File: src/design/fws_pkg.sv
// Package for the flash write status poller: register map, status bit positions,
// bus cycle timing and the carrier structs shared by the poller files.
// Assumes a byte-wide asynchronous parallel flash behind the pin driver.
package fws_pkg;
   // Clock and bus cycle timing
   localparam int CLK_NS          = 20;
   localparam int RD_STROBE_NS    = 120;
   localparam int RD_STROBE_CYC   = (RD_STROBE_NS + CLK_NS - 1) / CLK_NS;
   localparam int WR_STROBE_NS    = 60;
   localparam int WR_STROBE_CYC   = (WR_STROBE_NS + CLK_NS - 1) / CLK_NS;
   localparam int GAP_NS          = 40;
   localparam int GAP_CYC         = (GAP_NS + CLK_NS - 1) / CLK_NS;
   localparam int WINDOW_GAP_US   = 50;
   localparam int WINDOW_GAP_CYC  = (WINDOW_GAP_US * 1000) / CLK_NS;

   // Data-line status bit positions
   localparam int POLL_BIT        = 7;
   localparam int TOGGLE1_BIT     = 6;
   localparam int FAIL_BIT        = 5;
   localparam int WINDOW_BIT      = 3;
   localparam int TOGGLE2_BIT     = 2;

   // Commands on the data lines
   localparam logic [7:0] CMD_RESET = 8'hF0;

   // Register offsets (byte addresses)
   localparam logic [3:0] REG_CTRL   = 4'h0;
   localparam logic [3:0] REG_ADDR   = 4'h4;
   localparam logic [3:0] REG_STATUS = 4'h8;
   localparam logic [3:0] REG_DATA   = 4'hC;

   // Control register fields
   localparam int CTRL_START      = 0;
   localparam int CTRL_MODE       = 1;
   localparam int CTRL_ABANDON    = 2;
   localparam int CTRL_RESET_CMD  = 3;
   localparam int CTRL_EXP_LSB    = 8;

   // Status register fields
   localparam int ST_BUSY         = 0;
   localparam int ST_DONE         = 1;
   localparam int ST_FAIL         = 2;
   localparam int ST_SUSPENDED    = 3;
   localparam int ST_IN_SECTOR    = 4;
   localparam int ST_WINDOW       = 5;
   localparam int ST_DATA_LSB     = 8;

   localparam logic [31:0] RESP_ZERO = 32'h0000_0000;
   localparam logic [1:0]  RESP_OKAY = 2'h0;
   localparam logic [1:0]  RESP_SLVERR = 2'h2;

   typedef enum logic [1:0] {
      FWS_POLL_TOGGLE,
      FWS_POLL_DATA,
      FWS_POLL_PEEK
   } fws_mode_e;

   // One request to the pin driver
   typedef struct packed {
      logic        write;
      logic [18:0] addr;
      logic [7:0]  wdata;
   } fws_req_s;

   // Result of one status poll
   typedef struct packed {
      logic       done;
      logic       fail;
      logic       suspended;
      logic       in_sector;
      logic       window;
      logic [7:0] data;
   } fws_result_s;
endpackage

File: src/design/fws_axil.sv
// AXI4-Lite slave passing control and address writes to the poller and returning its control, address, status and data words.
// Assumes one outstanding write and one outstanding read from the master.
`timescale 1ns/1ps
module fws_axil
   import fws_pkg::*;
(
   input  wire logic        aclk,
   input  wire logic        aresetn,
   input  wire logic [3:0]  s_axi_awaddr,
   input  wire logic        s_axi_awvalid,
   output logic             s_axi_awready,
   input  wire logic [31:0] s_axi_wdata,
   input  wire logic [3:0]  s_axi_wstrb,
   input  wire logic        s_axi_wvalid,
   output logic             s_axi_wready,
   output logic [1:0]       s_axi_bresp,
   output logic             s_axi_bvalid,
   input  wire logic        s_axi_bready,
   input  wire logic [3:0]  s_axi_araddr,
   input  wire logic        s_axi_arvalid,
   output logic             s_axi_arready,
   output logic [31:0]      s_axi_rdata,
   output logic [1:0]       s_axi_rresp,
   output logic             s_axi_rvalid,
   input  wire logic        s_axi_rready,
   output logic             wr_pulse,
   output logic [3:0]       wr_addr,
   output logic [31:0]      wr_data,
   input  wire logic [31:0] rd_ctrl,
   input  wire logic [31:0] rd_addr,
   input  wire logic [31:0] rd_status,
   input  wire logic [31:0] rd_dataw
);
   logic        aw_reg, aw_next;
   logic        w_reg, w_next;
   logic [3:0]  awa_reg, awa_next;
   logic [31:0] wd_reg, wd_next;
   logic        bv_reg, bv_next;
   logic [1:0]  br_reg, br_next;
   logic        rv_reg, rv_next;
   logic [31:0] rdat_reg, rdat_next;
   logic [1:0]  rr_reg, rr_next;
   logic        wp_reg, wp_next;

   assign s_axi_awready = !aw_reg && !bv_reg;
   assign s_axi_wready  = !w_reg && !bv_reg;
   assign s_axi_bvalid  = bv_reg;
   assign s_axi_bresp   = br_reg;
   assign s_axi_arready = !rv_reg;
   assign s_axi_rvalid  = rv_reg;
   assign s_axi_rdata   = rdat_reg;
   assign s_axi_rresp   = rr_reg;
   assign wr_pulse      = wp_reg;
   assign wr_addr       = awa_reg;
   assign wr_data       = wd_reg;

   // Write and read channel bookkeeping
   always_comb begin
      aw_next   = aw_reg;
      w_next    = w_reg;
      awa_next  = awa_reg;
      wd_next   = wd_reg;
      bv_next   = bv_reg;
      br_next   = br_reg;
      rv_next   = rv_reg;
      rdat_next = rdat_reg;
      rr_next   = rr_reg;
      wp_next   = 1'b0;
      if (s_axi_awvalid && s_axi_awready) begin
         aw_next  = 1'b1;
         awa_next = s_axi_awaddr;
      end
      if (s_axi_wvalid && s_axi_wready) begin
         w_next  = 1'b1;
         wd_next = s_axi_wstrb[0] ? s_axi_wdata : RESP_ZERO;
      end
      if (aw_reg && w_reg) begin
         aw_next = 1'b0;
         w_next  = 1'b0;
         bv_next = 1'b1;
         wp_next = (awa_reg == REG_CTRL) || (awa_reg == REG_ADDR);
         br_next = wp_next ? RESP_OKAY : RESP_SLVERR;
      end
      if (bv_reg && s_axi_bready) begin
         bv_next = 1'b0;
      end
      if (s_axi_arvalid && s_axi_arready) begin
         rv_next = 1'b1;
         rr_next = RESP_OKAY;
         case (s_axi_araddr)
            REG_CTRL:   rdat_next = rd_ctrl;
            REG_ADDR:   rdat_next = rd_addr;
            REG_STATUS: rdat_next = rd_status;
            REG_DATA:   rdat_next = rd_dataw;
            default: begin
               rdat_next = RESP_ZERO;
               rr_next   = RESP_SLVERR;
            end
         endcase
      end else if (rv_reg && s_axi_rready) begin
         rv_next = 1'b0;
      end
   end

   // Channel registers
   always_ff @(posedge aclk) begin
      if (!aresetn) begin
         aw_reg   <= 1'b0;
         w_reg    <= 1'b0;
         awa_reg  <= 4'h0;
         wd_reg   <= 32'h0000_0000;
         bv_reg   <= 1'b0;
         br_reg   <= 2'h0;
         rv_reg   <= 1'b0;
         rdat_reg <= 32'h0000_0000;
         rr_reg   <= 2'h0;
         wp_reg   <= 1'b0;
      end else begin
         aw_reg   <= aw_next;
         w_reg    <= w_next;
         awa_reg  <= awa_next;
         wd_reg   <= wd_next;
         bv_reg   <= bv_next;
         br_reg   <= br_next;
         rv_reg   <= rv_next;
         rdat_reg <= rdat_next;
         rr_reg   <= rr_next;
         wp_reg   <= wp_next;
      end
   end
endmodule

File: src/design/fws_pins.sv
// Pin driver: runs one read or write cycle on the flash byte bus.
// Assumes the flash meets its access time within the strobe counts of the package.
`timescale 1ns/1ps
module fws_pins
   import fws_pkg::*;
(
   input  wire logic        aclk,
   input  wire logic        aresetn,
   input  wire logic        req_valid,
   output logic             req_ready,
   input  wire fws_req_s    req,
   output logic             done_pulse,
   output logic [7:0]       rdata,
   output logic [18:0]      flash_addr,
   output logic             chip_enable_n,
   output logic             output_enable_n,
   output logic             write_enable_n,
   input  wire logic [7:0]  flash_dq_in,
   output logic [7:0]       flash_dq_out,
   output logic             flash_dq_oe
);
   typedef enum logic [1:0] {PIN_IDLE, PIN_STROBE, PIN_GAP} fws_pin_e;
   fws_pin_e    st_reg, st_next;
   logic [7:0]  cnt_reg, cnt_next;
   logic [7:0]  rd_reg, rd_next;
   logic        wr_reg, wr_next;
   logic [18:0] a_reg, a_next;
   logic [7:0]  wd_reg, wd_next;
   logic        dn_reg, dn_next;

   assign req_ready       = (st_reg == PIN_IDLE);
   assign done_pulse      = dn_reg;
   assign rdata           = rd_reg;
   assign flash_addr      = a_reg;
   assign flash_dq_out    = wd_reg;
   assign flash_dq_oe     = (st_reg == PIN_STROBE) && wr_reg;
   assign chip_enable_n   = !(st_reg == PIN_STROBE);
   assign output_enable_n = !((st_reg == PIN_STROBE) && !wr_reg);
   assign write_enable_n  = !((st_reg == PIN_STROBE) && wr_reg);

   // Strobe sequencing; each completed read ends on the enable rising edge
   always_comb begin
      st_next  = st_reg;
      cnt_next = cnt_reg;
      rd_next  = rd_reg;
      wr_next  = wr_reg;
      a_next   = a_reg;
      wd_next  = wd_reg;
      dn_next  = 1'b0;
      case (st_reg)
         PIN_IDLE: begin
            if (req_valid) begin
               st_next  = PIN_STROBE;
               wr_next  = req.write;
               a_next   = req.addr;
               wd_next  = req.wdata;
               cnt_next = req.write ? 8'(WR_STROBE_CYC) : 8'(RD_STROBE_CYC);
            end
         end
         PIN_STROBE: begin
            if (cnt_reg == 8'h01) begin
               st_next  = PIN_GAP;
               cnt_next = 8'(GAP_CYC);
               if (!wr_reg) begin
                  rd_next = flash_dq_in;
               end
            end else begin
               cnt_next = cnt_reg - 8'h01;
            end
         end
         PIN_GAP: begin
            if (cnt_reg == 8'h01) begin
               st_next = PIN_IDLE;
               dn_next = 1'b1;
            end else begin
               cnt_next = cnt_reg - 8'h01;
            end
         end
         default: st_next = PIN_IDLE;
      endcase
   end

   // State registers
   always_ff @(posedge aclk) begin
      if (!aresetn) begin
         st_reg  <= PIN_IDLE;
         cnt_reg <= 8'h00;
         rd_reg  <= 8'h00;
         wr_reg  <= 1'b0;
         a_reg   <= 19'h00000;
         wd_reg  <= 8'h00;
         dn_reg  <= 1'b0;
      end else begin
         st_reg  <= st_next;
         cnt_reg <= cnt_next;
         rd_reg  <= rd_next;
         wr_reg  <= wr_next;
         a_reg   <= a_next;
         wd_reg  <= wd_next;
         dn_reg  <= dn_next;
      end
   end
endmodule

File: src/design/fws_poller.sv
// Flash write status poller: software starts a poll, the poller reads the
// flash status byte over the pin driver and reports done, fail and sector state.
// Assumes the flash is already running a program or erase started by software.
`timescale 1ns/1ps
module fws_poller
   import fws_pkg::*;
(
   input  wire logic        aclk,
   input  wire logic        aresetn,
   input  wire logic [3:0]  s_axi_awaddr,
   input  wire logic        s_axi_awvalid,
   output logic             s_axi_awready,
   input  wire logic [31:0] s_axi_wdata,
   input  wire logic [3:0]  s_axi_wstrb,
   input  wire logic        s_axi_wvalid,
   output logic             s_axi_wready,
   output logic [1:0]       s_axi_bresp,
   output logic             s_axi_bvalid,
   input  wire logic        s_axi_bready,
   input  wire logic [3:0]  s_axi_araddr,
   input  wire logic        s_axi_arvalid,
   output logic             s_axi_arready,
   output logic [31:0]      s_axi_rdata,
   output logic [1:0]       s_axi_rresp,
   output logic             s_axi_rvalid,
   input  wire logic        s_axi_rready,
   output logic [18:0]      flash_addr,
   output logic             chip_enable_n,
   output logic             output_enable_n,
   output logic             write_enable_n,
   input  wire logic [7:0]  flash_dq_in,
   output logic [7:0]       flash_dq_out,
   output logic             flash_dq_oe
);
   typedef enum logic [2:0] {
      ST_IDLE, ST_READ_A, ST_READ_B, ST_CHECK_FAIL, ST_READ_C, ST_RESET, ST_DATA, ST_FINISH
   } fws_state_e;

   fws_state_e  st_reg, st_next;
   fws_mode_e   mode_reg, mode_next;
   logic [18:0] addr_reg, addr_next;
   logic [7:0]  exp_reg, exp_next;
   logic [7:0]  first_reg, first_next;
   logic        auto_rst_reg, auto_rst_next;
   fws_result_s res_reg, res_next;
   logic        busy_reg, busy_next;
   logic        issued_reg, issued_next;
   logic        req_valid;
   logic        req_ready;
   fws_req_s    req;
   logic        pin_done;
   logic [7:0]  pin_data;
   logic        wr_pulse;
   logic [3:0]  wr_addr;
   logic [31:0] wr_data;
   logic [31:0] rd_ctrl;
   logic [31:0] rd_addr;
   logic [31:0] rd_status;
   logic [31:0] rd_dataw;
   logic        toggled;
   logic        ctrl_wr;

   fws_axil u_axil (
      .aclk          (aclk),
      .aresetn       (aresetn),
      .s_axi_awaddr  (s_axi_awaddr),
      .s_axi_awvalid (s_axi_awvalid),
      .s_axi_awready (s_axi_awready),
      .s_axi_wdata   (s_axi_wdata),
      .s_axi_wstrb   (s_axi_wstrb),
      .s_axi_wvalid  (s_axi_wvalid),
      .s_axi_wready  (s_axi_wready),
      .s_axi_bresp   (s_axi_bresp),
      .s_axi_bvalid  (s_axi_bvalid),
      .s_axi_bready  (s_axi_bready),
      .s_axi_araddr  (s_axi_araddr),
      .s_axi_arvalid (s_axi_arvalid),
      .s_axi_arready (s_axi_arready),
      .s_axi_rdata   (s_axi_rdata),
      .s_axi_rresp   (s_axi_rresp),
      .s_axi_rvalid  (s_axi_rvalid),
      .s_axi_rready  (s_axi_rready),
      .wr_pulse      (wr_pulse),
      .wr_addr       (wr_addr),
      .wr_data       (wr_data),
      .rd_ctrl       (rd_ctrl),
      .rd_addr       (rd_addr),
      .rd_status     (rd_status),
      .rd_dataw      (rd_dataw)
   );

   fws_pins u_pins (
      .aclk            (aclk),
      .aresetn         (aresetn),
      .req_valid       (req_valid),
      .req_ready       (req_ready),
      .req             (req),
      .done_pulse      (pin_done),
      .rdata           (pin_data),
      .flash_addr      (flash_addr),
      .chip_enable_n   (chip_enable_n),
      .output_enable_n (output_enable_n),
      .write_enable_n  (write_enable_n),
      .flash_dq_in     (flash_dq_in),
      .flash_dq_out    (flash_dq_out),
      .flash_dq_oe     (flash_dq_oe)
   );

   // Register views for software
   assign ctrl_wr   = wr_pulse && (wr_addr == REG_CTRL);
   assign rd_ctrl   = {16'h0000, exp_reg, 4'h0, auto_rst_reg, 1'b0, mode_reg == FWS_POLL_DATA, 1'b0};
   assign rd_addr   = {13'h0000, addr_reg};
   assign rd_status = {16'h0000, res_reg.data, 2'h0, res_reg.window, res_reg.in_sector,
                       res_reg.suspended, res_reg.fail, res_reg.done, busy_reg};
   assign rd_dataw  = {24'h000000, first_reg};

   // Toggle bit one compared across two completed reads
   assign toggled = (first_reg[TOGGLE1_BIT] != pin_data[TOGGLE1_BIT]);

   // Request to the pin driver; the reset command is a single write of F0
   always_comb begin
      req.write = (st_reg == ST_RESET);
      req.addr  = addr_reg;
      req.wdata = CMD_RESET;
      req_valid = busy_reg && !issued_reg && (st_reg != ST_IDLE) && (st_reg != ST_FINISH);
   end

   // Polling sequence
   always_comb begin
      st_next       = st_reg;
      mode_next     = mode_reg;
      addr_next     = addr_reg;
      exp_next      = exp_reg;
      first_next    = first_reg;
      auto_rst_next = auto_rst_reg;
      res_next      = res_reg;
      busy_next     = busy_reg;
      issued_next   = issued_reg;
      if (req_valid && req_ready) begin
         issued_next = 1'b1;
      end
      if (pin_done) begin
         issued_next = 1'b0;
      end
      if (wr_pulse && (wr_addr == REG_ADDR) && !busy_reg) begin
         addr_next = wr_data[18:0];
      end
      if (ctrl_wr && wr_data[CTRL_ABANDON]) begin
         // Leaving the poll forces a fresh double read next time
         st_next   = ST_FINISH;
         busy_next = issued_next;
      end else begin
         case (st_reg)
            ST_IDLE: begin
               if (ctrl_wr && wr_data[CTRL_START]) begin
                  busy_next     = 1'b1;
                  mode_next     = wr_data[CTRL_MODE] ? FWS_POLL_DATA : FWS_POLL_TOGGLE;
                  exp_next      = wr_data[CTRL_EXP_LSB +: 8];
                  auto_rst_next = wr_data[CTRL_RESET_CMD];
                  res_next      = '0;
                  st_next       = ST_READ_A;
               end
            end
            ST_READ_A: begin
               if (pin_done) begin
                  first_next = pin_data;
                  st_next    = ST_READ_B;
               end
            end
            ST_READ_B: begin
               if (pin_done) begin
                  res_next.window    = pin_data[WINDOW_BIT];
                  res_next.in_sector = first_reg[TOGGLE2_BIT] != pin_data[TOGGLE2_BIT];
                  res_next.suspended = !toggled && res_next.in_sector && pin_data[POLL_BIT];
                  if (mode_reg == FWS_POLL_DATA) begin
                     // Poll bit matches expected bit seven once done
                     if (pin_data[POLL_BIT] == exp_reg[POLL_BIT]) begin
                        st_next = ST_DATA;
                     end else if (pin_data[FAIL_BIT]) begin
                        st_next = ST_CHECK_FAIL;
                     end else begin
                        first_next = pin_data;
                        st_next    = ST_READ_B;
                     end
                  end else if (!toggled) begin
                     st_next = ST_DATA;
                  end else if (pin_data[FAIL_BIT]) begin
                     first_next = pin_data;
                     st_next    = ST_CHECK_FAIL;
                  end else begin
                     first_next = pin_data;
                     st_next    = ST_READ_B;
                  end
               end
            end
            ST_CHECK_FAIL: begin
               st_next = ST_READ_C;
            end
            ST_READ_C: begin
               if (pin_done) begin
                  if ((mode_reg == FWS_POLL_DATA) ? (pin_data[POLL_BIT] == exp_reg[POLL_BIT]) : !toggled) begin
                     st_next = ST_DATA;
                  end else begin
                     res_next.fail = 1'b1;
                     st_next       = auto_rst_reg ? ST_RESET : ST_FINISH;
                     busy_next     = auto_rst_reg;
                     res_next.done = !auto_rst_reg;
                  end
               end
            end
            ST_RESET: begin
               if (pin_done) begin
                  res_next.done = 1'b1;
                  busy_next     = 1'b0;
                  st_next       = ST_FINISH;
               end
            end
            ST_DATA: begin
               // Valid array data only on the read after completion
               if (pin_done) begin
                  res_next.data = pin_data;
                  res_next.done = 1'b1;
                  busy_next     = 1'b0;
                  st_next       = ST_FINISH;
               end
            end
            ST_FINISH: begin
               // A cut poll waits out its bus cycle, so no stale byte counts as a first read
               if (!issued_next) begin
                  st_next   = ST_IDLE;
                  busy_next = 1'b0;
               end
            end
            default: st_next = ST_IDLE;
         endcase
      end
   end

   // Sequence registers
   always_ff @(posedge aclk) begin
      if (!aresetn) begin
         st_reg       <= ST_IDLE;
         mode_reg     <= FWS_POLL_TOGGLE;
         addr_reg     <= 19'h00000;
         exp_reg      <= 8'h00;
         first_reg    <= 8'h00;
         auto_rst_reg <= 1'b0;
         res_reg      <= '0;
         busy_reg     <= 1'b0;
         issued_reg   <= 1'b0;
      end else begin
         st_reg       <= st_next;
         mode_reg     <= mode_next;
         addr_reg     <= addr_next;
         exp_reg      <= exp_next;
         first_reg    <= first_next;
         auto_rst_reg <= auto_rst_next;
         res_reg      <= res_next;
         busy_reg     <= busy_next;
         issued_reg   <= issued_next;
      end
   end
endmodule
File: config.mk
export PLATFORM = sky130hd
export DESIGN_NAME = fws_poller
export DESIGN_NICKNAME = d
export VERILOG_FILES = /design/src/design/fws_pkg.sv /design/src/design/fws_axil.sv /design/src/design/fws_pins.sv /design/src/design/fws_poller.sv
export SDC_FILE = /design/constraint.sdc
export NUM_CORES = 1
export LEC_CHECK = 0
export BUFFER_PORTS_ARGS = -buffer_cell sky130_fd_sc_hd__buf_2
export CAP_MARGIN = 20
export CORE_ASPECT_RATIO = 1.2
export CORE_MARGIN = 2
export CORE_UTILIZATION = 45
export DETAILED_ROUTE_END_ITERATION = 12
export GPL_TIMING_DRIVEN = 0
export PLACE_DENSITY = 0.66
export SYNTH_ARGS = -nofsm -noshare
export SYNTH_HDL_FRONTEND = slang
export SYNTH_HIERARCHICAL = 1
export SYNTH_SLANG_ARGS = --single-unit
File: constraint.sdc
create_clock -name aclk -period 3.15 [get_ports aclk]
set_input_delay 0.63 -clock aclk [delete_from_list [all_inputs] [get_ports aclk]]
set_output_delay 0.63 -clock aclk [all_outputs]
set_load 0.02 [all_outputs]
# ---- Yosys cells after proc, flatten, opt, wreduce, memory -nomap -nowiden
# Index checks and enable logic that the tools add are counted.
dict set report totals {
  ff_bits 160
  input_bits 59
  out_inout_bits 72
  wordCells 197
}
dict set report classes {
  addsub 1
  eq_ne 40
  mux 57
  bitwise_logic 3
  reduce_logical 65
}
# op count
set ops {}
lappend ops {{$pmux W19 S4} 1}
lappend ops {{$mux W8} 9}
lappend ops {{$mux W3} 12}
lappend ops {{$pmux W8 S2} 2}
lappend ops {{$pmux W8 S3} 1}
lappend ops {{$logic_and A1 B1 Y1} 21}
lappend ops {{$pmux W3 S7} 1}
lappend ops {{$mux W19} 1}
lappend ops {{$mux W2} 9}
lappend ops {{$ne A3 B3 Y1 const B} 6}
lappend ops {{$reduce_and A6 Y1} 3}
lappend ops {{$mux W1} 15}
lappend ops {{$mux W13} 1}
lappend ops {{$eq A3 B3 Y1 const B} 4}
lappend ops {{$logic_not A1 Y1} 12}
lappend ops {{$ne A2 B1 Y1 const B} 6}
lappend ops {{$ne A3 B2 Y1 const B} 4}
lappend ops {{$reduce_and A3 Y1} 4}
lappend ops {{$ne A2 B2 Y1 const B} 5}
lappend ops {{$reduce_bool A2 Y1} 5}
lappend ops {{$reduce_bool A3 Y1} 3}
lappend ops {{$eq A4 B3 Y1 const B} 2}
lappend ops {{$eq A4 B4 Y1 const B} 2}
lappend ops {{$eq A8 B1 Y1 const B} 1}
lappend ops {{25 further kinds} 36}

# ---- Logic depth before layout (Yosys ltp)
# Gate-level depths: netlist of the first run.
dict set report depth {
  word_depth 10
  ltp_mapped 10
  depth_no_buf 8
}

# ---- Modules after synthesis
# Netlist of the first run, hierarchy kept.
# mod instances cells_each area_each_um2
set modules_own_cells {}
lappend modules_own_cells {fws_axil 1 375 3523.4}
lappend modules_own_cells {fws_poller 1 289 2371.0}
lappend modules_own_cells {fws_pins 1 245 2021.9}

# ---- Least setup slack after synthesis of the first run
# No wires, ideal clock.
dict set report synth_timing {
  path_type {register to register}
  from {register, netlist name st_reg[1]}
  to {register u_pins.cnt_reg[3]}
  setup_time_ns 0.071
  t_arrival_ns 2.227
  slack_ns 0.853
  path_stages_with_launch 11
  path_buffers 2
  cell_sequence {dfxtp_1 > clkbuf_1 > nor2_1 > nand2_1 > nand3_1 > nor2_1 > nor2b_4 > or2_1 > buf_6 > or4_1 > a21oi_1}
}
# element line
set synth_lines {}
lappend synth_lines {{to (signal assigned)} fws_pins.sv:95} ;# cnt_reg <= cnt_next;
lappend synth_lines {{to (decl)} fws_pins.sv:24} ;# logic [7:0] cnt_reg, cnt_next;

==> results of run 1 <==
metal layers:
layer	GRT usage, %	vias up	wire (µm)
li1	-	3384	-
met1	28.5	3063	8970
met2	39.4	148	9970
met3	4.76	32	767
met4	7.64	0	444
met5	0	-	0
layout make-up:
cell class              count  area (µm²)  area share, %
multi-input cells         687        4020           43.5
flip-flops and latches    164        3280           35.5
repair buffers            111         556           6.01
inverters                  23        86.3          0.933
clock inverters            12         169           1.83
plain buffers              67         399           4.32
well taps                 212         265           2.87
clock buffers              20         467           5.05
through the flow:
stage               cells  instance area [µm²]
finish               1296                 9250
global route         1296                 9250
CTS                  1296                 9250
detailed placement   1264                 8610
global placement     1264                 8610
floorplan             941                 7790
cells in the final DEF, fill, tap and decap left out, types with 20 or more instances in the layout:
master / count
conb_1: 87
nor2_1: 40
o21ai_0: 20
o22ai_1: 32
dfxtp_1: 164
a21oi_1: 94
buf_2: 131
nand2_1: 158
nand3_1: 37
clkbuf_1: 26
mux2i_1: 79
a22o_1: 40
inv_1: 21
final timing paths:
path | from | endpoint | slack, ns
worst max-delay path | st_reg[1] | u_pins/flash_addr[17] | 0.34
worst min-delay path | s_axi_rready | u_axil/s_axi_rvalid | 0.38
worst max register to register | st_reg[1] | u_pins/flash_addr[17] | 0.34
worst min register to register | u_pins/flash_dq_out[2] | u_pins/flash_dq_out[2] | 0.45
where the power goes:
group / switching (mW) / total, mW / internal, mW
combinational: 0.209 / 0.334 / 0.125
sequential: 0.0252 / 2.12 / 2.10
clock: 0.900 / 2.23 / 1.33
total: 1.13 / 4.69 / 3.55
==> flow_summary.html, run 1 <==
<table>
<tr><th>Metric</th><th>Value</th></tr>
<tr><th colspan="2">Outcome</th></tr>
<tr><td>Outcome</td><td>finished, final reports clean</td></tr>
<tr><th colspan="2">STA</th></tr>
<tr><td>Worst hold slack across all endpoints</td><td>0.380 ns</td></tr>
<tr><td>Worst clock skew</td><td>0.00775 ns</td></tr>
<tr><td>Peak Freq</td><td>356 MHz</td></tr>
<tr><td>Rel. slew slack</td><td>47.9%</td></tr>
<tr><td>Fraction of the cycle the final worst path needs</td><td>89.2%</td></tr>
<tr><td>Fin. Hold Viols</td><td>0</td></tr>
<tr><td>Final Setup Violations</td><td>0</td></tr>
<tr><td>Crit path time final</td><td>2.81 ns</td></tr>
<tr><td>Final max-slew violation count</td><td>0</td></tr>
<tr><td>Setup slack after layout</td><td>0.342 ns</td></tr>
<tr><td>RSZ-0062 raised after global routing</td><td>false</td></tr>
<tr><td>Slew at the pin closest to its max-slew limit</td><td>0.777 ns</td></tr>
<tr><td>Accumulated negative setup slack</td><td>0 ns</td></tr>
<tr><th colspan="2">Clocking</th></tr>
<tr><td>CTS H-Tree Depth</td><td>4</td></tr>
<tr><td>CTS tree</td><td>built</td></tr>
<tr><td>Buffers inserted during post-CTS setup optimization</td><td>0</td></tr>
<tr><td>Clock buffer depth</td><td>2</td></tr>
<tr><td>Insertion delay of the later-clocked pin in the worst-skew pair</td><td>0.43 ns</td></tr>
<tr><td>Root buf cell</td><td>clkbuf_16</td></tr>
<tr><td>Number of sinks driven by the clock tree</td><td>164</td></tr>
<tr><td>Number of CTS-inserted buffers</td><td>17</td></tr>
<tr><td># hold bufs at CTS</td><td>0</td></tr>
<tr><td>Clock-pin slew of the registers on the worst-case setup and hold paths</td><td>0.07 ns</td></tr>
<tr><td># resized after CTS</td><td>0</td></tr>
<tr><th colspan="2">Worst setup path</th></tr>
<tr><td>Largest delay contributor family on the critical path</td><td>buffers and inverters</td></tr>
<tr><td>Kind of start point of the critical path</td><td>flop</td></tr>
<tr><td>Required time of the critical path</td><td>3.52 ns</td></tr>
<tr><td>Slowest stage cell on the critical path</td><td>clkbuf_1</td></tr>
<tr><td>Worst-path maximum fanout</td><td>10</td></tr>
<tr><td>Depth of the critical timing path with buffers and inverters included</td><td>10</td></tr>
<tr><td>CP endpoint kind</td><td>flop</td></tr>
<tr><td>Worst-path cell chain</td><td>clkbuf_1 &gt; nor2_1 &gt; nand2_1 &gt; nand3_1 &gt; nor2_1 &gt; and2_1 &gt; clkbuf_1 &gt; clkbuf_1 &gt; nand2_1 &gt; a21oi_1</td></tr>
<tr><td>Most frequent cell on the critical path</td><td>clkbuf_1</td></tr>
<tr><td>Number of buffers and inverters on the critical path</td><td>3</td></tr>
<tr><td>Crit path largest cell delay</td><td>0.41 ns</td></tr>
<tr><td>Type of the worst setup path</td><td>reg2reg</td></tr>
<tr><td>Worst R2R Path Depth</td><td>10</td></tr>
<tr><td>Arrival time of data at the critical path endpoint</td><td>3.17 ns</td></tr>
<tr><th colspan="2">Floorplanning</th></tr>
<tr><td>Die area</td><td>17700 µm²</td></tr>
<tr><td>I/O pin count</td><td>131</td></tr>
<tr><td>Placement row count</td><td>51</td></tr>
<tr><td>Width of the die</td><td>122 µm</td></tr>
<tr><td>Starting Density</td><td>46.0%</td></tr>
<tr><td>Height of the chip</td><td>145 µm</td></tr>
<tr><td>Core Box Area</td><td>16300 µm²</td></tr>
<tr><th colspan="2">GRT</th></tr>
<tr><td>Vias in the first global route</td><td>6267</td></tr>
<tr><td>Initial antenna violation count</td><td>0</td></tr>
<tr><td>Maximum number of pins on one net before global-route repair</td><td>17</td></tr>
<tr><td>GRT Util Overall</td><td>23.0%</td></tr>
<tr><td>First-pass GRT wire length</td><td>32.1 mm</td></tr>
<tr><td>GR Overflow Total</td><td>0</td></tr>
<tr><th colspan="2">Drt</th></tr>
<tr><td>Antenna violation net count after detailed routing</td><td>0</td></tr>
<tr><td>Number of remaining DRC errors</td><td>0</td></tr>
<tr><td>Via/cell ratio</td><td>5.11</td></tr>
<tr><td>Starting DRC count in detailed routing</td><td>387</td></tr>
<tr><td>Average wire per standard cell</td><td>15.6 µm</td></tr>
<tr><td>First-pass iteration count of the detailed router</td><td>4</td></tr>
<tr><td>Total wirelength of the detailed-routed design</td><td>20.2 mm</td></tr>
<tr><td>Routed via count</td><td>6627</td></tr>
<tr><th colspan="2">Power and ir drop</th></tr>
<tr><td>Final Total Pwr</td><td>4.69 mW</td></tr>
<tr><td>Static leakage</td><td>3.96 nW</td></tr>
<tr><td>Peak supply drop</td><td>0.000373 V</td></tr>
<tr><td>Power per cell area</td><td>507 nW/µm²</td></tr>
<tr><th colspan="2">Finish</th></tr>
<tr><td>N_diodes</td><td>0</td></tr>
<tr><td>Filler instances</td><td>1537</td></tr>
<tr><td>Util after Layout</td><td>56.8%</td></tr>
<tr><td>Synthesis-to-finish area growth</td><td>23.7%</td></tr>
<tr><td>Max FFs per register</td><td>32</td></tr>
<tr><td>Number of nets in the final layout</td><td>1135</td></tr>
<tr><td>Fraction of layout instances using a drive strength above 1</td><td>18.5%</td></tr>
<tr><th colspan="2">Synthesis</th></tr>
<tr><td>Synth Cell Area</td><td>7480 µm²</td></tr>
<tr><td>Mean post-synth cell area</td><td>8.72 µm²</td></tr>
<tr><td>Number of warnings reported in the yosys synthesis log</td><td>6</td></tr>
<tr><td>Gate count of the mapped netlist</td><td>857</td></tr>
<tr><th colspan="2">Worst hold path</th></tr>
<tr><td>Hold Path Cell Cnt</td><td>2</td></tr>
<tr><td>Type of the tightest min-delay check</td><td>in2reg</td></tr>
<tr><th colspan="2">Placed design</th></tr>
<tr><td>Minimum setup slack after placement</td><td>0.366 ns</td></tr>
<tr><td>Input/output buffers</td><td>111</td></tr>
<tr><td>HPWL after detailed placement</td><td>14.8 mm</td></tr>
<tr><td>Final estimated routing congestion in global placement</td><td>0.894</td></tr>
<tr><th colspan="2">Run</th></tr>
<tr><td>Number of max-capacitance violations reported</td><td>0</td></tr>
</table>
Power figures use the tool's default switching activity.
==> run 2: changes to the inputs <==
--- a/config.mk
+++ b/config.mk
@@ -8,10 +8,10 @@
 export BUFFER_PORTS_ARGS = -buffer_cell sky130_fd_sc_hd__buf_2
 export CAP_MARGIN = 20
 export CORE_ASPECT_RATIO = 1.2
-export CORE_MARGIN = 2
 export CORE_UTILIZATION = 45
 export DETAILED_ROUTE_END_ITERATION = 12
 export GPL_TIMING_DRIVEN = 0
+export MAX_ROUTING_LAYER = met4
 export PLACE_DENSITY = 0.66
 export SYNTH_ARGS = -nofsm -noshare
 export SYNTH_HDL_FRONTEND = slang
==> flow_summary.html, run 2 (synthesized netlist as in run 1, its figures left out) <==
<table>
<tr><th>Metric</th><th>Value</th></tr>
<tr><th colspan="2">Outcome</th></tr>
<tr><td>Outcome</td><td>finished, final reports clean</td></tr>
<tr><th colspan="2">Worst setup path</th></tr>
<tr><td>Type of the worst setup path</td><td>reg2reg</td></tr>
<tr><td>Arrival time of data at the critical path endpoint</td><td>3.12 ns (-0.05 ns)</td></tr>
<tr><td>Slowest stage cell on the critical path</td><td>clkbuf_1</td></tr>
<tr><td>Kind of start point of the critical path</td><td>flop</td></tr>
<tr><td>CP endpoint kind</td><td>flop</td></tr>
<tr><td>Crit path largest cell delay</td><td>0.40 ns (about the same)</td></tr>
<tr><td>Number of buffers and inverters on the critical path</td><td>3 (unchanged)</td></tr>
<tr><td>Required time of the critical path</td><td>3.51 ns (about the same)</td></tr>
<tr><td>Largest delay contributor family on the critical path</td><td>buffers and inverters</td></tr>
<tr><td>Worst-path maximum fanout</td><td>10 (unchanged)</td></tr>
<tr><td>Worst-path cell chain</td><td>clkbuf_1 &gt; nor2_1 &gt; nand2_1 &gt; nand3_1 &gt; nor2_1 &gt; and2_1 &gt; clkbuf_1 &gt; clkbuf_2 &gt; nand2_1 &gt; a21oi_1</td></tr>
<tr><th colspan="2">GRT</th></tr>
<tr><td>GRT Util Overall</td><td>24.8% (+1.8 points)</td></tr>
<tr><td>Global-route met1 utilization</td><td>29.8% (+1.4 points)</td></tr>
<tr><td>GR Overflow Total</td><td>0 (unchanged)</td></tr>
<tr><td>Maximum number of pins on one net before global-route repair</td><td>17 (unchanged)</td></tr>
<tr><td>Global-route track usage on met3</td><td>4.51% (-0.24 points)</td></tr>
<tr><td>Vias in the first global route</td><td>6182 (-1.4%)</td></tr>
<tr><td>Initial antenna violation count</td><td>0 (unchanged)</td></tr>
<tr><td>First-pass GRT wire length</td><td>32.0 mm (-0.13%)</td></tr>
<tr><td>Met2 Resource Use GR</td><td>41.7% (+2.3 points)</td></tr>
<tr><td>GRT Max-Usage Layer</td><td>met2</td></tr>
<tr><th colspan="2">Drt</th></tr>
<tr><td>Antenna violation net count after detailed routing</td><td>0 (unchanged)</td></tr>
<tr><td>Average wire per standard cell</td><td>15.4 µm (-0.74%)</td></tr>
<tr><td>Total wirelength of the detailed-routed design</td><td>20.0 mm (-0.74%)</td></tr>
<tr><td>Routed via count</td><td>6613 (-0.21%)</td></tr>
<tr><td>Via/cell ratio</td><td>5.10 (-0.21%)</td></tr>
<tr><td>First-pass iteration count of the detailed router</td><td>5 (+1)</td></tr>
<tr><td>Starting DRC count in detailed routing</td><td>428 (+11%)</td></tr>
<tr><td>Number of remaining DRC errors</td><td>0 (unchanged)</td></tr>
<tr><th colspan="2">Power and ir drop</th></tr>
<tr><td>Power per cell area</td><td>507 nW/µm² (about the same)</td></tr>
<tr><td>Peak supply drop</td><td>0.000353 V (-5.5%)</td></tr>
<tr><td>Final Total Pwr</td><td>4.69 mW (about the same)</td></tr>
<tr><td>Static leakage</td><td>3.97 nW (+0.30%)</td></tr>
<tr><th colspan="2">STA</th></tr>
<tr><td>Peak Freq</td><td>363 MHz (+1.8%)</td></tr>
<tr><td>Slew at the pin closest to its max-slew limit</td><td>0.730 ns (-0.0467 ns)</td></tr>
<tr><td>RSZ-0062 raised after global routing</td><td>false</td></tr>
<tr><td>Fin. Hold Viols</td><td>0 (unchanged)</td></tr>
<tr><td>Final max-slew violation count</td><td>0 (unchanged)</td></tr>
<tr><td>Rel. slew slack</td><td>51.0% (+3.1 points)</td></tr>
<tr><td>Worst clock skew</td><td>0.0118 ns (+0.00408 ns)</td></tr>
<tr><td>Final Setup Violations</td><td>0 (unchanged)</td></tr>
<tr><td>Accumulated negative setup slack</td><td>0 ns (unchanged)</td></tr>
<tr><td>Crit path time final</td><td>2.76 ns (-0.0500 ns)</td></tr>
<tr><td>Worst hold slack across all endpoints</td><td>0.379 ns (-0.000437 ns)</td></tr>
<tr><td>Setup slack after layout</td><td>0.392 ns (+0.0500 ns)</td></tr>
<tr><td>Fraction of the cycle the final worst path needs</td><td>87.6% (-1.6 points)</td></tr>
<tr><th colspan="2">Clocking</th></tr>
<tr><td>CTS tree</td><td>built</td></tr>
<tr><td>Root buf cell</td><td>clkbuf_16</td></tr>
<tr><td>CTS H-Tree Depth</td><td>4 (unchanged)</td></tr>
<tr><td>Number of sinks driven by the clock tree</td><td>164 (unchanged)</td></tr>
<tr><td>Insertion delay of the later-clocked pin in the worst-skew pair</td><td>0.43 ns (about the same)</td></tr>
<tr><td>Number of CTS-inserted buffers</td><td>17 (unchanged)</td></tr>
<tr><td># resized after CTS</td><td>0 (unchanged)</td></tr>
<tr><td># hold bufs at CTS</td><td>0 (unchanged)</td></tr>
<tr><td>Clock buffer depth</td><td>2 (unchanged)</td></tr>
<tr><td>Buffers inserted during post-CTS setup optimization</td><td>0 (unchanged)</td></tr>
<tr><td>Clock-pin slew of the registers on the worst-case setup and hold paths</td><td>0.06 ns (about the same)</td></tr>
<tr><th colspan="2">Finish</th></tr>
<tr><td>Number of nets in the final layout</td><td>1135 (unchanged)</td></tr>
<tr><td>Util after Layout</td><td>57.0% (+0.21 points)</td></tr>
<tr><td>N_diodes</td><td>0 (unchanged)</td></tr>
<tr><td>Most common cell after layout, fill and taps aside</td><td>dfxtp_1</td></tr>
<tr><td>Top library cells by usage in the layout, fill and taps aside</td><td>dfxtp_1, nand2_1, buf_2</td></tr>
<tr><td>Synthesis-to-finish area growth</td><td>23.7% (about the same)</td></tr>
<tr><td>Final Cell Area</td><td>9250 µm² (about the same)</td></tr>
<tr><td>Max FFs per register</td><td>32 (unchanged)</td></tr>
<tr><td>Fraction of layout instances using a drive strength above 1</td><td>18.5% (+0.092 points)</td></tr>
<tr><td>Non-filler instance count after layout</td><td>1296 (unchanged)</td></tr>
<tr><th colspan="2">Placed design</th></tr>
<tr><td>Total cell area at the placement stage</td><td>8610 µm² (unchanged)</td></tr>
<tr><td>HPWL after detailed placement</td><td>14.8 mm (-0.11%)</td></tr>
<tr><td>Input/output buffers</td><td>111 (unchanged)</td></tr>
<tr><td>Minimum setup slack after placement</td><td>0.378 ns (+0.0116 ns)</td></tr>
<tr><td>Final estimated routing congestion in global placement</td><td>0.883 (-1.2%)</td></tr>
<tr><td>Placed instance count</td><td>1264 (unchanged)</td></tr>
<tr><th colspan="2">Floorplanning</th></tr>
<tr><td>Core Box Area</td><td>16200 µm² (-0.39%)</td></tr>
<tr><td>Placement row count</td><td>51 (unchanged)</td></tr>
<tr><td>Starting Density</td><td>46.1% (+0.18 points)</td></tr>
<tr><td>I/O pin count</td><td>131 (unchanged)</td></tr>
<tr><td>Width of the die</td><td>120 µm (-1.6%)</td></tr>
<tr><td>Height of the chip</td><td>143 µm (-1.4%)</td></tr>
<tr><td>Die area</td><td>17100 µm² (-3.0%)</td></tr>
<tr><th colspan="2">Run</th></tr>
<tr><td>Number of max-capacitance violations reported</td><td>0 (unchanged)</td></tr>
<tr><th colspan="2">Worst hold path</th></tr>
<tr><td>Type of the tightest min-delay check</td><td>in2reg</td></tr>
</table>
## run 2: cell count changes in the layout (fill, tap and decap cells not counted), sizes merged
| cell | change |
|---|---|
| bufinv | +1 |
| clkinv | +2 |
| buf | -1 |
| clkbuf | +1 |
| inv | -2 |
| clkinvlp | -1 |
## run 2: per-layer routing
layer,vias to the layer above,share of wire (%)
met5,-,0
met4,0,2.1
met3,26,3.2
met2,150,50
met1,3067,45
li1,3370,-
## run 2: cell type report
class | instances | area, µm²
flip-flops and latches | 164 | 3280
inverters | 23 | 86.3
well taps | 212 | 265
fillers | 1593 | 6960
repair buffers | 111 | 556
plain buffers | 67 | 402
multi-input cells | 687 | 4020
clock inverters | 12 | 174
clock buffers | 20 | 457
## run 2: path summary, 6_finish.rpt
path                            cells past startpoint                  start                    end  slack (ns)
worst max-delay path                               10              st_reg[1]          u_pins/wr_reg        0.39
worst min-delay path                                2           s_axi_rready    u_axil/s_axi_rvalid        0.38
worst max register to register                     10              st_reg[1]          u_pins/wr_reg        0.39
worst min register to register                      2  u_pins/flash_addr[12]  u_pins/flash_addr[12]        0.45
## run 2: power breakdown
| part | internal [mW] | total, mW | switching, mW |
|---|---|---|---|
| Sequential | 2.10 | 2.12 | 0.0250 |
| Combinational | 0.125 | 0.333 | 0.208 |
| Clock | 1.37 | 2.23 | 0.861 |
==> run 3: changes to the inputs <==
--- a/config.mk
+++ b/config.mk
@@ -7,12 +7,14 @@
 export LEC_CHECK = 0
 export BUFFER_PORTS_ARGS = -buffer_cell sky130_fd_sc_hd__buf_2
 export CAP_MARGIN = 20
+export CELL_PAD_IN_SITES_DETAIL_PLACEMENT = 1
+export CELL_PAD_IN_SITES_GLOBAL_PLACEMENT = 1
 export CORE_ASPECT_RATIO = 1.2
-export CORE_UTILIZATION = 45
+export CORE_UTILIZATION = 43
 export DETAILED_ROUTE_END_ITERATION = 12
 export GPL_TIMING_DRIVEN = 0
 export MAX_ROUTING_LAYER = met4
-export PLACE_DENSITY = 0.66
+export PLACE_DENSITY_LB_ADDON = 0.2
 export SYNTH_ARGS = -nofsm -noshare
 export SYNTH_HDL_FRONTEND = slang
 export SYNTH_HIERARCHICAL = 1
==> flow_summary.html, run 3 (synthesized netlist as in run 1, its figures left out) <==
<table>
<tr><th>Metric</th><th>Value</th></tr>
<tr><th colspan="2">Outcome</th></tr>
<tr><td>Outcome</td><td>finished, final reports clean</td></tr>
<tr><th colspan="2">Placed design</th></tr>
<tr><td>Final estimated routing congestion in global placement</td><td>0.881 (-0.19%)</td></tr>
<tr><td>HPWL after detailed placement</td><td>16.8 mm (+13%)</td></tr>
<tr><td>Input/output buffers</td><td>111 (unchanged)</td></tr>
<tr><td>Minimum setup slack after placement</td><td>0.166 ns (-0.211 ns)</td></tr>
<tr><td>Total cell area at the placement stage</td><td>8620 µm² (about the same)</td></tr>
<tr><th colspan="2">STA</th></tr>
<tr><td>RSZ-0062 raised after global routing</td><td>false</td></tr>
<tr><td>Crit path time final</td><td>2.85 ns (+0.0934 ns)</td></tr>
<tr><td>Rel. slew slack</td><td>48.4% (-2.6 points)</td></tr>
<tr><td>Final Setup Violations</td><td>0 (unchanged)</td></tr>
<tr><td>Final max-slew violation count</td><td>0 (unchanged)</td></tr>
<tr><td>Fin. Hold Viols</td><td>0 (unchanged)</td></tr>
<tr><td>Fraction of the cycle the final worst path needs</td><td>90.5% (+3.0 points)</td></tr>
<tr><td>Setup slack after layout</td><td>0.298 ns (-0.0934 ns)</td></tr>
<tr><td>Accumulated negative setup slack</td><td>0 ns (unchanged)</td></tr>
<tr><td>Peak Freq</td><td>351 MHz (-3.3%)</td></tr>
<tr><td>Slew at the pin closest to its max-slew limit</td><td>0.774 ns (+0.0435 ns)</td></tr>
<tr><td>Worst clock skew</td><td>0.00761 ns (-0.00422 ns)</td></tr>
<tr><th colspan="2">Finish</th></tr>
<tr><td>Final Cell Area</td><td>9180 µm² (-0.77%)</td></tr>
<tr><td>Most common cell after layout, fill and taps aside</td><td>dfxtp_1</td></tr>
<tr><td>Top library cells by usage in the layout, fill and taps aside</td><td>dfxtp_1, nand2_1, buf_2</td></tr>
<tr><td>N_diodes</td><td>0 (unchanged)</td></tr>
<tr><td>Filler instances</td><td>2131 (+34%)</td></tr>
<tr><td>Max FFs per register</td><td>32 (unchanged)</td></tr>
<tr><td>Fraction of layout instances using a drive strength above 1</td><td>18.6% (+0.092 points)</td></tr>
<tr><td>Synthesis-to-finish area growth</td><td>22.7%</td></tr>
<tr><td>Reg area</td><td>3280 µm² (unchanged)</td></tr>
<tr><td>Combined area of the multi-input logic cells</td><td>4020 µm² (unchanged)</td></tr>
<tr><td>Number of nets in the final layout</td><td>1135 (unchanged)</td></tr>
<tr><th colspan="2">Worst setup path</th></tr>
<tr><td>Type of the worst setup path</td><td>reg2reg</td></tr>
<tr><td>Worst-path maximum fanout</td><td>10 (unchanged)</td></tr>
<tr><td>Worst-case register-to-register setup slack</td><td>0.30 ns (-0.09 ns)</td></tr>
<tr><td>Arrival time of data at the critical path endpoint</td><td>3.20 ns (+0.08 ns)</td></tr>
<tr><td>Kind of start point of the critical path</td><td>flop</td></tr>
<tr><td>CP endpoint kind</td><td>flop</td></tr>
<tr><td>Required time of the critical path</td><td>3.50 ns (about the same)</td></tr>
<tr><th colspan="2">Clocking</th></tr>
<tr><td>Insertion delay of the later-clocked pin in the worst-skew pair</td><td>0.42 ns (about the same)</td></tr>
<tr><td>CTS tree</td><td>built</td></tr>
<tr><td>Clock-pin slew of the registers on the worst-case setup and hold paths</td><td>0.07 ns (about the same)</td></tr>
<tr><td># hold bufs at CTS</td><td>0 (unchanged)</td></tr>
<tr><td>CTS H-Tree Depth</td><td>4 (unchanged)</td></tr>
<tr><td>Number of sinks driven by the clock tree</td><td>164 (unchanged)</td></tr>
<tr><td>Root buf cell</td><td>clkbuf_16</td></tr>
<tr><td>Clock buffer depth</td><td>2 (unchanged)</td></tr>
<tr><td>Number of CTS-inserted buffers</td><td>17 (unchanged)</td></tr>
<tr><th colspan="2">Power and ir drop</th></tr>
<tr><td>Power per cell area</td><td>485 nW/µm² (-4.4%)</td></tr>
<tr><td>Final Total Pwr</td><td>4.45 mW (-5.1%)</td></tr>
<tr><td>Peak supply drop</td><td>0.000355 V (+0.60%)</td></tr>
<tr><td>Static leakage</td><td>3.92 nW (-1.3%)</td></tr>
<tr><th colspan="2">Drt</th></tr>
<tr><td>Routed via count</td><td>6930 (+4.8%)</td></tr>
<tr><td>Antenna violation net count after detailed routing</td><td>0 (unchanged)</td></tr>
<tr><td>Via/cell ratio</td><td>5.33 (+4.5%)</td></tr>
<tr><td>Starting DRC count in detailed routing</td><td>296 (-31%)</td></tr>
<tr><td>Average wire per standard cell</td><td>17.6 µm (+14%)</td></tr>
<tr><td>First-pass iteration count of the detailed router</td><td>7 (+2)</td></tr>
<tr><td>Number of remaining DRC errors</td><td>0 (unchanged)</td></tr>
<tr><td>Total wirelength of the detailed-routed design</td><td>22.8 mm (+14%)</td></tr>
<tr><th colspan="2">Floorplanning</th></tr>
<tr><td>Height of the chip</td><td>146 µm (+2.3%)</td></tr>
<tr><td>Die area</td><td>17900 µm² (+4.6%)</td></tr>
<tr><td>Placement row count</td><td>52 (+2.0%)</td></tr>
<tr><td>Core Box Area</td><td>16900 µm² (+4.4%)</td></tr>
<tr><td>Starting Density</td><td>44.2% (-1.9 points)</td></tr>
<tr><td>I/O pin count</td><td>131 (unchanged)</td></tr>
<tr><td>Width of the die</td><td>122 µm (+2.3%)</td></tr>
<tr><th colspan="2">GRT</th></tr>
<tr><td>GRT Util Overall</td><td>26.9% (+2.1 points)</td></tr>
<tr><td>GR Overflow Total</td><td>0 (unchanged)</td></tr>
<tr><td>Initial antenna violation count</td><td>0 (unchanged)</td></tr>
<tr><td>First-pass GRT wire length</td><td>36.3 mm (+13%)</td></tr>
<tr><td>Vias in the first global route</td><td>6992 (+13%)</td></tr>
<tr><td>Maximum number of pins on one net before global-route repair</td><td>17 (unchanged)</td></tr>
<tr><th colspan="2">Worst hold path</th></tr>
<tr><td>Type of the tightest min-delay check</td><td>in2reg</td></tr>
<tr><th colspan="2">Run</th></tr>
<tr><td>Number of max-capacitance violations reported</td><td>0 (unchanged)</td></tr>
</table>
## run 3: what timing repair did
item | 4_1_cts | 5_1_grt
gates resized for setup | 0 | 3
buffers inserted | 0 | 0
endpoints found under the setup margin | 0 | 4
## run 3: through the flow
stage / hold slack, ns / instances / utilization [%]
after floorplan: 0.428 / 941 / -
after detailed placement: 0.444 / 1268 / 50.9
after global routing: 0.403 / 1300 / 54.2
final: 0.400 / 1300 / 54.2
after global placement: 0.437 / 1268 / 50.9
after CTS: 0.385 / 1300 / 54.2
## run 3: per-layer routing
metal  part of all wire (%)  global-route usage [%]
met5                      0                       -
met4                    2.6                    10.7
met3                    4.1                    3.36
met2                     51                    45.2
met1                     43                    32.1
## run 3: report_power, final
part / internal [mW] / switching (mW) / total (mW)
combinational: 0.125 / 0.218 / 0.343
clock: 1.05 / 0.930 / 1.98
sequential: 2.10 / 0.0271 / 2.12
## run 3: layout make-up
type	instances	share of cell area, %
tap	216	2.95
timing repair buffer	111	6.05
clock inverter	14	1.25
buffer	67	4.38
inverter	23	0.941
clock buffer	18	4.79
multi-input combinational	687	43.9
sequential	164	35.8
## run 3: path summary, 6_finish.rpt
| path | cells past startpoint | to | start |
|---|---|---|---|
| setup / recovery | 10 | u_pins/flash_addr[4] | st_reg[1] |
| hold reg to reg | 2 | u_pins/flash_dq_out[4] | u_pins/flash_dq_out[4] |
| setup reg to reg | 10 | u_pins/flash_addr[4] | st_reg[1] |
| hold / removal | 2 | u_axil/s_axi_rvalid | s_axi_rready |
## run 3: critical path, cell delays in order (launching register included)
cell      delay, ns
dfxtp_1        0.38
clkbuf_1       0.37
nor2_1         0.21
nand2_1        0.18
nand3_1        0.09
nor2_1         0.38
and2_1         0.19
clkbuf_1       0.35
clkbuf_2       0.33
nand2_1        0.14
a21oi_1        0.16
